## src/ofp_pkg.sv

```systemverilog
package ofp_pkg;

    // ------------------------------------------------------------------
    // Register numbers
    // ------------------------------------------------------------------
    localparam logic [7:0] REG_CMD       = 8'h02;
    localparam logic [7:0] REG_PW_BASE   = 8'h04;
    localparam logic [7:0] REG_PERIOD    = 8'h0C;
    localparam logic [7:0] REG_DIT_RATE  = 8'h1A;
    localparam logic [7:0] REG_DIT_SWING = 8'h1C;
    localparam logic [7:0] REG_STATUS    = 8'h1E;
    localparam logic [7:0] REG_FS_MODE   = 8'h20;
    localparam logic [7:0] REG_RUN_REQ   = 8'h22;
    localparam logic [7:0] REG_FS_PAT    = 8'h24;

    // ------------------------------------------------------------------
    // Fields, values and reset values
    // ------------------------------------------------------------------
    localparam int         RUN_BIT       = 0;
    localparam logic [7:0] MODE_STATIC   = 8'h00;
    localparam logic [7:0] RST_BYTE      = 8'h00;
    localparam logic [15:0] RST_WORD     = 16'h0000;
    localparam logic [15:0] PERIOD_MIN   = 16'h03E8;
    localparam logic [14:0] PW_FULL      = 15'h7FFF;
    localparam logic [7:0] SWING_MAX     = 8'h19;
    localparam logic [7:0] RATE_MAX      = 8'hFA;

    // ------------------------------------------------------------------
    // Timing
    // ------------------------------------------------------------------
    localparam int CLK_PERIOD_NS = 25;
    localparam int CLK_HZ        = 40000000;
    localparam int US_NS         = 1000;
    localparam int CYC_PER_US    = US_NS / CLK_PERIOD_NS;
    localparam int MON_SETTLE_US = 10;
    localparam int MIN_BUS_CYCLE_US = 250;

endpackage : ofp_pkg

```

## src/ofp_ctrl.sv

```systemverilog
`timescale 1ns/1ps
`default_nettype none

module ofp_ctrl
(
    // Clock, reset and enable
    input  wire logic        clk,
    input  wire logic        reset,
    input  wire logic        ce,
    // Register port from the bus controller
    input  wire logic        reg_wr,
    input  wire logic        reg_rd,
    input  wire logic [7:0]  reg_addr,
    input  wire logic [15:0] reg_wdata,
    output logic      [7:0]  reg_rdata,
    output logic             reg_rd_ack,
    // Network events and configuration
    input  wire logic        comm_lost,
    input  wire logic        sync_point,
    input  wire logic        fm_pwm,
    // Channel sense pins
    input  wire logic [3:0]  sense_level,
    input  wire logic [3:0]  overload,
    input  wire logic        io_supply_ok,
    // Channel drive and reporting
    output logic      [3:0]  ch_drive,
    output logic             err_msg,
    output logic      [3:0]  err_status,
    output logic             failsafe_active
);

    // ------------------------------------------------------------------
    // Helpers
    // ------------------------------------------------------------------
    function automatic logic [14:0] dither_delta(input logic [7:0] swing);
        logic [22:0] p;
        p = 23'(swing) * 23'(ofp_pkg::PW_FULL);
        return 15'(p / 23'd200);
    endfunction : dither_delta

    function automatic logic is_on(input logic [15:0] us, input logic [16:0] pw,
                                   input logic [15:0] per);
        logic [31:0] lhs;
        logic [31:0] rhs;
        lhs = 32'(us) * 32'(ofp_pkg::PW_FULL);
        rhs = 32'(pw) * 32'(per);
        return lhs < rhs;
    endfunction : is_on

    localparam int ACC_W = 27;
    localparam logic [ACC_W-1:0] ACC_TOP = ACC_W'(ofp_pkg::CLK_HZ);
    localparam logic [5:0] US_LAST = 6'(ofp_pkg::CYC_PER_US - 1);
    localparam logic [3:0] SETTLE = 4'(ofp_pkg::MON_SETTLE_US);

    // ------------------------------------------------------------------
    // State
    // ------------------------------------------------------------------
    logic [3:0]         s1_sense;
    logic [3:0]         s2_sense;
    logic [3:0]         s1_ovl;
    logic [3:0]         s2_ovl;
    logic               s1_sup;
    logic               s2_sup;

    logic [3:0]         cmd;
    logic [3:0]         hold_cmd;
    logic [3:0]         cmd_applied;
    logic [15:0]        pw [4];
    logic [15:0]        hold_pw [4];
    logic [15:0]        period;
    logic [7:0]         dit_rate;
    logic [7:0]         dit_swing;
    logic [7:0]         fs_mode;
    logic [7:0]         fs_pat;
    logic               run;
    logic               started;
    logic [5:0]         us_div;
    logic [15:0]        us_cnt;
    logic [ACC_W-1:0]   acc [4];
    logic [3:0]         dir;
    logic [3:0]         settle [4];
    logic [3:0]         mon;

    logic [3:0]         next_cmd;
    logic [3:0]         next_hold_cmd;
    logic [3:0]         next_cmd_applied;
    logic [15:0]        next_pw [4];
    logic [15:0]        next_hold_pw [4];
    logic [15:0]        next_period;
    logic [7:0]         next_dit_rate;
    logic [7:0]         next_dit_swing;
    logic [7:0]         next_fs_mode;
    logic [7:0]         next_fs_pat;
    logic               next_run;
    logic               next_started;
    logic [5:0]         next_us_div;
    logic [15:0]        next_us_cnt;
    logic [ACC_W-1:0]   next_acc [4];
    logic [3:0]         next_dir;
    logic [3:0]         next_settle [4];
    logic [3:0]         next_mon;
    logic [3:0]         next_ch_drive;
    logic [7:0]         next_reg_rdata;
    logic               next_reg_rd_ack;
    logic               next_err_msg;

    logic [15:0]        per_eff;
    logic               dit_glob;
    logic [14:0]        delta;
    logic [3:0]         pwm_on;
    logic [3:0]         target;
    logic               us_tick;

    // ------------------------------------------------------------------
    // Pin synchronisers
    // ------------------------------------------------------------------
    always_ff @(posedge clk or posedge reset)
    begin
        if (reset)
        begin
            s1_sense <= 4'h0;
            s2_sense <= 4'h0;
            s1_ovl   <= 4'h0;
            s2_ovl   <= 4'h0;
            s1_sup   <= 1'b0;
            s2_sup   <= 1'b0;
        end
        else if (ce)
        begin
            s1_sense <= sense_level;
            s2_sense <= s1_sense;
            s1_ovl   <= overload;
            s2_ovl   <= s1_ovl;
            s1_sup   <= io_supply_ok;
            s2_sup   <= s1_sup;
        end
    end

    // ------------------------------------------------------------------
    // Next-state logic
    // ------------------------------------------------------------------
    always_comb
    begin
        logic [16:0] w;
        logic [16:0] base;
        logic [7:0]  wbyte;
        w     = 17'h00000;
        base  = 17'h00000;
        wbyte = reg_wdata[7:0];

        next_cmd       = cmd;
        next_period    = period;
        next_dit_rate  = dit_rate;
        next_dit_swing = dit_swing;
        next_fs_mode   = fs_mode;
        next_fs_pat    = fs_pat;
        next_run       = run;
        next_started   = started;
        next_dir       = dir;
        for (int i = 0; i < 4; i++)
        begin
            next_pw[i] = pw[i];
        end

        if (reg_wr)
        begin
            case (reg_addr)
                ofp_pkg::REG_CMD:       next_cmd = wbyte[3:0];
                ofp_pkg::REG_PERIOD:    next_period = reg_wdata;
                ofp_pkg::REG_DIT_RATE:  next_dit_rate = wbyte;
                ofp_pkg::REG_DIT_SWING: next_dit_swing = wbyte;
                ofp_pkg::REG_FS_MODE:   next_fs_mode = wbyte;
                ofp_pkg::REG_FS_PAT:
                begin
                    if (run)
                    begin
                        next_fs_pat = wbyte;
                    end
                end
                ofp_pkg::REG_RUN_REQ:
                begin
                    // Reserved bits are not stored.
                    next_run = wbyte[ofp_pkg::RUN_BIT];
                    if (wbyte[ofp_pkg::RUN_BIT])
                    begin
                        next_started = 1'b1;
                    end
                end
                default:
                begin
                    for (int i = 0; i < 4; i++)
                    begin
                        if (reg_addr == ofp_pkg::REG_PW_BASE + 8'(2 * i))
                        begin
                            next_pw[i] = reg_wdata;
                            if (reg_wdata != pw[i])
                            begin
                                // Dither restarts towards the new setpoint.
                                next_dir[i] = $signed(reg_wdata) > $signed(pw[i]);
                            end
                        end
                    end
                end
            endcase
        end
        if (comm_lost)
        begin
            next_run = 1'b0;
        end

        // Hold copies track only what was accepted while running.
        next_hold_cmd = run ? cmd : hold_cmd;
        for (int i = 0; i < 4; i++)
        begin
            next_hold_pw[i] = run ? pw[i] : hold_pw[i];
        end
        next_cmd_applied = sync_point ? (run ? cmd : hold_cmd) : cmd_applied;

        // Microsecond timebase and PWM period counter.
        us_tick     = (us_div == US_LAST);
        next_us_div = us_tick ? 6'h00 : us_div + 6'h01;
        per_eff     = (period < ofp_pkg::PERIOD_MIN) ? ofp_pkg::PERIOD_MIN : period;
        next_us_cnt = us_cnt;
        if (period == ofp_pkg::RST_WORD)
        begin
            next_us_cnt = 16'h0000;
        end
        else if (us_tick)
        begin
            next_us_cnt = (us_cnt >= per_eff - 16'h0001) ? 16'h0000 : us_cnt + 16'h0001;
        end

        // Dither is one global switch; width range gates each channel.
        dit_glob = (dit_swing != 8'h00) && (dit_rate != 8'h00);
        delta = dither_delta((dit_swing > ofp_pkg::SWING_MAX) ? ofp_pkg::SWING_MAX
                                                              : dit_swing);
        for (int i = 0; i < 4; i++)
        begin
            base = {hold_pw[i][15], hold_pw[i]};
            if (run)
            begin
                base = {pw[i][15], pw[i]};
            end
            next_acc[i] = acc[i];
            if (dit_glob)
            begin
                next_acc[i] = acc[i] + ACC_W'(2 * ((dit_rate > ofp_pkg::RATE_MAX)
                                                   ? ofp_pkg::RATE_MAX : dit_rate));
                if (next_acc[i] >= ACC_TOP)
                begin
                    next_acc[i] = next_acc[i] - ACC_TOP;
                    next_dir[i] = ~next_dir[i];
                end
            end
            if (reg_wr && reg_addr == ofp_pkg::REG_PW_BASE + 8'(2 * i)
                && reg_wdata != pw[i])
            begin
                next_acc[i] = '0;
            end
            w = base;
            if (dit_glob && !base[16] && base != 17'h0 && base < 17'(ofp_pkg::PW_FULL))
            begin
                w = dir[i] ? base + 17'(delta) : base - 17'(delta);
                if (w[16])
                begin
                    w = 17'h00000;
                end
                else if (w > 17'(ofp_pkg::PW_FULL))
                begin
                    w = 17'(ofp_pkg::PW_FULL);
                end
            end
            if (period == ofp_pkg::RST_WORD || base[16] || w == 17'h0)
            begin
                pwm_on[i] = 1'b0;
            end
            else if (w >= 17'(ofp_pkg::PW_FULL))
            begin
                pwm_on[i] = 1'b1;
            end
            else
            begin
                pwm_on[i] = is_on(us_cnt, w, per_eff);
            end
        end

        target = fm_pwm ? pwm_on : cmd_applied;
        if (!started)
        begin
            next_ch_drive = 4'h0;
        end
        else if (run || fs_mode != ofp_pkg::MODE_STATIC)
        begin
            next_ch_drive = target;
        end
        else
        begin
            next_ch_drive = fs_pat[3:0];
        end

        // Monitoring: compare sensed level with the driver command.
        for (int i = 0; i < 4; i++)
        begin
            next_settle[i] = settle[i];
            next_mon[i]    = mon[i];
            if (next_ch_drive[i] != ch_drive[i])
            begin
                next_settle[i] = SETTLE;
                next_mon[i]    = 1'b0;
            end
            else if (settle[i] != 4'h0)
            begin
                if (us_tick)
                begin
                    next_settle[i] = settle[i] - 4'h1;
                end
            end
            else
            begin
                next_mon[i] = s2_ovl[i] || (s2_sense[i] != ch_drive[i])
                              || (ch_drive[i] && !s2_sup);
            end
        end
        next_err_msg = (next_mon != mon);

        next_reg_rd_ack = reg_rd;
        case (reg_addr)
            ofp_pkg::REG_STATUS:  next_reg_rdata = {4'h0, mon};
            ofp_pkg::REG_FS_MODE: next_reg_rdata = fs_mode;
            ofp_pkg::REG_FS_PAT:  next_reg_rdata = fs_pat;
            default:              next_reg_rdata = ofp_pkg::RST_BYTE;
        endcase
        if (!reg_rd)
        begin
            next_reg_rdata = reg_rdata;
        end
    end

    // ------------------------------------------------------------------
    // Registers
    // ------------------------------------------------------------------
    always_ff @(posedge clk or posedge reset)
    begin
        if (reset)
        begin
            cmd             <= 4'h0;
            hold_cmd        <= 4'h0;
            cmd_applied     <= 4'h0;
            period          <= ofp_pkg::RST_WORD;
            dit_rate        <= ofp_pkg::RST_BYTE;
            dit_swing       <= ofp_pkg::RST_BYTE;
            fs_mode         <= ofp_pkg::RST_BYTE;
            fs_pat          <= ofp_pkg::RST_BYTE;
            run             <= 1'b0;
            started         <= 1'b0;
            us_div          <= 6'h00;
            us_cnt          <= 16'h0000;
            dir             <= 4'h0;
            mon             <= 4'h0;
            ch_drive        <= 4'h0;
            reg_rdata       <= ofp_pkg::RST_BYTE;
            reg_rd_ack      <= 1'b0;
            err_msg         <= 1'b0;
            err_status      <= 4'h0;
            failsafe_active <= 1'b1;
            for (int i = 0; i < 4; i++)
            begin
                pw[i]      <= ofp_pkg::RST_WORD;
                hold_pw[i] <= ofp_pkg::RST_WORD;
                acc[i]     <= '0;
                settle[i]  <= 4'h0;
            end
        end
        else if (ce)
        begin
            cmd             <= next_cmd;
            hold_cmd        <= next_hold_cmd;
            cmd_applied     <= next_cmd_applied;
            period          <= next_period;
            dit_rate        <= next_dit_rate;
            dit_swing       <= next_dit_swing;
            fs_mode         <= next_fs_mode;
            fs_pat          <= next_fs_pat;
            run             <= next_run;
            started         <= next_started;
            us_div          <= next_us_div;
            us_cnt          <= next_us_cnt;
            dir             <= next_dir;
            mon             <= next_mon;
            ch_drive        <= next_ch_drive;
            reg_rdata       <= next_reg_rdata;
            reg_rd_ack      <= next_reg_rd_ack;
            err_msg         <= next_err_msg;
            err_status      <= next_mon;
            failsafe_active <= !next_run;
            for (int i = 0; i < 4; i++)
            begin
                pw[i]      <= next_pw[i];
                hold_pw[i] <= next_hold_pw[i];
                acc[i]     <= next_acc[i];
                settle[i]  <= next_settle[i];
            end
        end
    end

    // ------------------------------------------------------------------
    // Assertions
    // ------------------------------------------------------------------
    property p_lost_clears_run;
        @(posedge clk) disable iff (reset) (ce && comm_lost) |=> failsafe_active;
    endproperty
    a_lost_clears_run: assert property (p_lost_clears_run)
        else $error("run bit survived a fail-safe event");

    property p_off_before_start;
        @(posedge clk) disable iff (reset) (ce && !started && !next_started) |=> ch_drive == 4'h0;
    endproperty
    a_off_before_start: assert property (p_off_before_start)
        else $error("channel driven before run request");

    property p_static_pattern;
        @(posedge clk) disable iff (reset)
            (ce && started && !run && fs_mode == ofp_pkg::MODE_STATIC) |=> ch_drive == $past(fs_pat[3:0]);
    endproperty
    a_static_pattern: assert property (p_static_pattern)
        else $error("static fail-safe pattern not driven");

    property p_pat_locked;
        @(posedge clk) disable iff (reset) (ce && !run && !comm_lost) ##1 (ce && !run) |-> $stable(fs_pat);
    endproperty
    a_pat_locked: assert property (p_pat_locked)
        else $error("pattern changed while run bit clear");

    property p_err_msg;
        @(posedge clk) disable iff (reset) ce ##1 (ce && $changed(err_status)) |-> err_msg;
    endproperty
    a_err_msg: assert property (p_err_msg)
        else $error("status change without error message");

    property p_pwm_zero_off;
        @(posedge clk) disable iff (reset)
            (ce && fm_pwm && run && period == ofp_pkg::RST_WORD) |=> ch_drive == 4'h0;
    endproperty
    a_pwm_zero_off: assert property (p_pwm_zero_off)
        else $error("pwm output on with zero period");

    property p_restart_clears;
        @(posedge clk) disable iff (reset)
            (ce && next_ch_drive[0] != ch_drive[0]) |=> !err_status[0] [*2];
    endproperty
    a_restart_clears: assert property (p_restart_clears)
        else $error("monitoring not restarted on output change");

    property p_rd_ack;
        @(posedge clk) disable iff (reset)
            (ce && reg_rd && reg_addr == ofp_pkg::REG_STATUS)
            |=> reg_rd_ack && reg_rdata == {4'h0, $past(mon)};
    endproperty
    a_rd_ack: assert property (p_rd_ack)
        else $error("status read returned wrong value");

    property p_resume;
        @(posedge clk) disable iff (reset)
            (ce && reg_wr && reg_addr == ofp_pkg::REG_RUN_REQ && reg_wdata[0] && !comm_lost)
            |=> !failsafe_active;
    endproperty
    a_resume: assert property (p_resume)
        else $error("set run bit did not resume normal output");

endmodule : ofp_ctrl

`default_nettype wire

```

## config.mk

```make
export PLATFORM = sky130hd
export DESIGN_NAME = ofp_ctrl
export DESIGN_NICKNAME = d
export VERILOG_FILES = /design/src/ofp_pkg.sv /design/src/ofp_ctrl.sv
export SDC_FILE = /design/constraint.sdc
export NUM_CORES = 2
export LEC_CHECK = 0
export ABC_AREA = 1
export BUFFER_PORTS_ARGS = -buffer_cell sky130_fd_sc_hd__buf_2
export CAP_MARGIN = 20
export CORE_ASPECT_RATIO = 1.4
export CORE_MARGIN = 1.5
export CORE_UTILIZATION = 65
export CTS_BUF_LIST = sky130_fd_sc_hd__clkbuf_4 sky130_fd_sc_hd__clkbuf_8 sky130_fd_sc_hd__clkbuf_16
export CTS_CLUSTER_DIAMETER = 120
export DETAILED_ROUTE_END_ITERATION = 12
export GPL_TIMING_DRIVEN = 0
export PLACE_DENSITY = 0.82
export SLEW_MARGIN = 15
export SYNTH_ARGS = -nofsm -noshare
export SYNTH_HDL_FRONTEND = slang
export SYNTH_SLANG_ARGS = --single-unit
```

## constraint.sdc

```tcl
create_clock -name clk -period 65.7 [get_ports clk]
set_input_delay 9.855 -clock clk [delete_from_list [all_inputs] [get_ports clk]]
set_output_delay 9.855 -clock clk [all_outputs]
set_load 0.05 [all_outputs]
```

==> metrics.cfg <==
[timing]
hold_viol = 0
tns_ps = 0
report.final.slew_viol_count = 0
rsz0062_at_grt = false
max-slew-margin-rel = 0.03874
fin_crit_sh = 0.4254
period_minus_slack_ps = 27950
max_freq_mhz = 35.78
final-setup-viol-count = 0
worst_pin_slew_ps = 1437
clock_skew_ps = 52.04

[critical_path]
cp_slowest_cell = clkbuf_1
crit_path_max_incr_delay_ps = 560
path_class = reg2reg
cp-end-kind = register
worstSetupStartpointType = register
crit_top_cell = nand2_1
cp_max_fo = 10
crit_arrival_ps = 28470
cp_data_required_time_ps = 66230

[finish]
nFillCells = 9323
fin_nets = 11390
finalNonFillerCells = 11020
final_core_util = 0.6940
synthToLayoutAreaGrowth_pct = 5.613
layout-drive-gt1-share = 0.05033

[global_routing]
grt-ovfl-total = 0
antenna_found_initial = 4
first_global_vias = 65780
grt_pass1_wl_um = 358000
grt_max_degree = 110
track_usage = 0.4120

[clock_tree]
tritoncts = built
clk_latency_ps = 610
ctsHoldBuffers = 0
cts_resized = 0
clk_pin_slew_ps = 70
post_cts_buffers = 0
cts_max_level = 2
cts_num_sinks = 373
clk_path_buf_depth = 3
cts_root_buf = clkbuf_16
cts_buffers = 40

[routing]
drt_iter0_drc = 5229
ant_nets = 0
drc = 0
wl_um = 231200
via_count = 64320
wl_per_cell_um = 20.98
via_per_inst = 5.837
first_pass_iters = 7

[floorplan]
die_w_um = 285.4
die_h_um = 398.4
rows = 144
io_pins = 60
dieArea_um2 = 113700
coreArea_um2 = 110400
initial_core_util = 0.6571

[placed_design]
port_buffers = 57
dp_hpwl_um = 192300
dp.cells = 10940
globalplace.congestion = 1.032

[outcome]
status = complete, no violations

[synth]
synth_top_cells_by_area = fa_1 27%, ha_1 15%, dfrtp_1 13%
synth_cell_type_count = 80
syn_area_per_cell_um2 = 7.722
synthCells = 9399
ys_seq_area_frac = 0.1286
synth_edf_count = 0
syn-cell-area_um2 = 72580
synthTopCellsByCount = 1909 x inv_1, 1840 x nand2_1, 968 x fa_1
synth_top_flop_cell = dfrtp_1
synth_top_area_frac = 0.2670
ys_ff_latch = 373
yosysTopAreaCell = fa_1
yosysMostFrequentCell = inv_1
ys_async_sr_fraction = 1.000
yosysWarningCount = 0

[worst_hold_path]
hold_path_class = reg2reg

[run]
drv_cap = 0

[cells by family after synthesis]
kind of cell,count (synthesis),synth area share
and+or+nand+nor,3364,0.1982
buffers and inverters,2284,0.1207
adders and majority gates,1823,0.4144
AOI/OAI and AO/OA,1160,0.09009
xor gates and xnor gates,389,0.04730
DFF,373,0.1286
muxes,4,0.0006206
other,2,0.0001035
[registers in the layout, indices dropped and copies added, names as in the netlist, 4 cells and up]
| register | flops |
|---|---|
| us_div | 6 |
| reg_rdata | 8 |
| fs_pat | 8 |
| mon | 4 |
| ch_drive | 4 |
| dit_rate | 8 |
| dir | 4 |
| period | 16 |
| hold_pw | 64 |
| acc | 104 |
| hold_cmd | 4 |
| s1_ovl | 4 |
| dit_swing | 8 |
| s2_ovl | 4 |
| cmd | 4 |
| s1_sense | 4 |
| cmd_applied | 4 |
| fs_mode | 8 |
| s2_sense | 4 |
| us_cnt | 16 |
| pw | 64 |
| settle | 16 |
[per-stage QoR]
step	hold slack, ps	setup slack, ps	area [um^2]
CTS	475.9	38100	76590
floorplan	441.7	43050	72620
finish	477.4	37750	76650
detailed placement	461.4	38160	75080
global placement	454.4	38960	74730
global route	489.0	35670	76640
[layout by cell type, fill, tap and decap left out, drive strengths merged, types with 115 or more instances in the layout]
cell	count
fa	968
nand2	1962
nand3	276
inv	1979
nor2	856
clkbuf	312
o21ai	529
ha	855
a21oi	368
nand4	115
dfrtp	372
xnor2	126
xor2	263
[path summary, 6_finish.rpt]
path	from	end	slack, ps	cells past startpoint
max	dit_swing[6]	settle[13]	37750	170
min	s1_ovl[3]	s1_ovl[3]	480	2
max reg2reg	dit_swing[6]	settle[13]	37750	170
min reg2reg	s1_ovl[3]	s1_ovl[3]	480	2
max in group asynchronous	reset	s2_ovl[0]	54450	5
min in group asynchronous	reset	hold_pw[55]	9370	2
[metal layers]
layer / share of wire / GRT usage
met1: 0.34 / 0.4507
met4: 0.11 / 0.3757
met2: 0.47 / 0.6907
met3: 0.076 / 0.06406
met5: 0.000056 / 0
[critical path: cells and delay by family (launching register included)]
family / cells / cell delay [ps]
flip-flops: 1 / 380
XOR/XNOR: 6 / 1380
AO/OA/AOI/OAI: 33 / 5430
buffers and inverters: 23 / 3090
adder cells (fa/ha/maj): 14 / 5720
AND/OR/NAND/NOR: 94 / 11740
[area by class of cell]
type / instances / area (um^2) / share of cell area
diodes: 4 / 10.01 / 0.0001306
plain buffers: 297 / 1286 / 0.01678
clock buffers: 49 / 1106 / 0.01443
clock inverters: 23 / 409.1 / 0.005338
inverters: 1987 / 7485 / 0.09764
multi-input cells: 6752 / 54680 / 0.7133
flip-flops and latches: 373 / 9335 / 0.1218
well taps: 1460 / 1827 / 0.02383
repair buffers: 75 / 516.7 / 0.006741
Power is left out: the tool's default activity adds up to more than one toggle a clock period on the data nets, which glitch-free logic cannot reach.
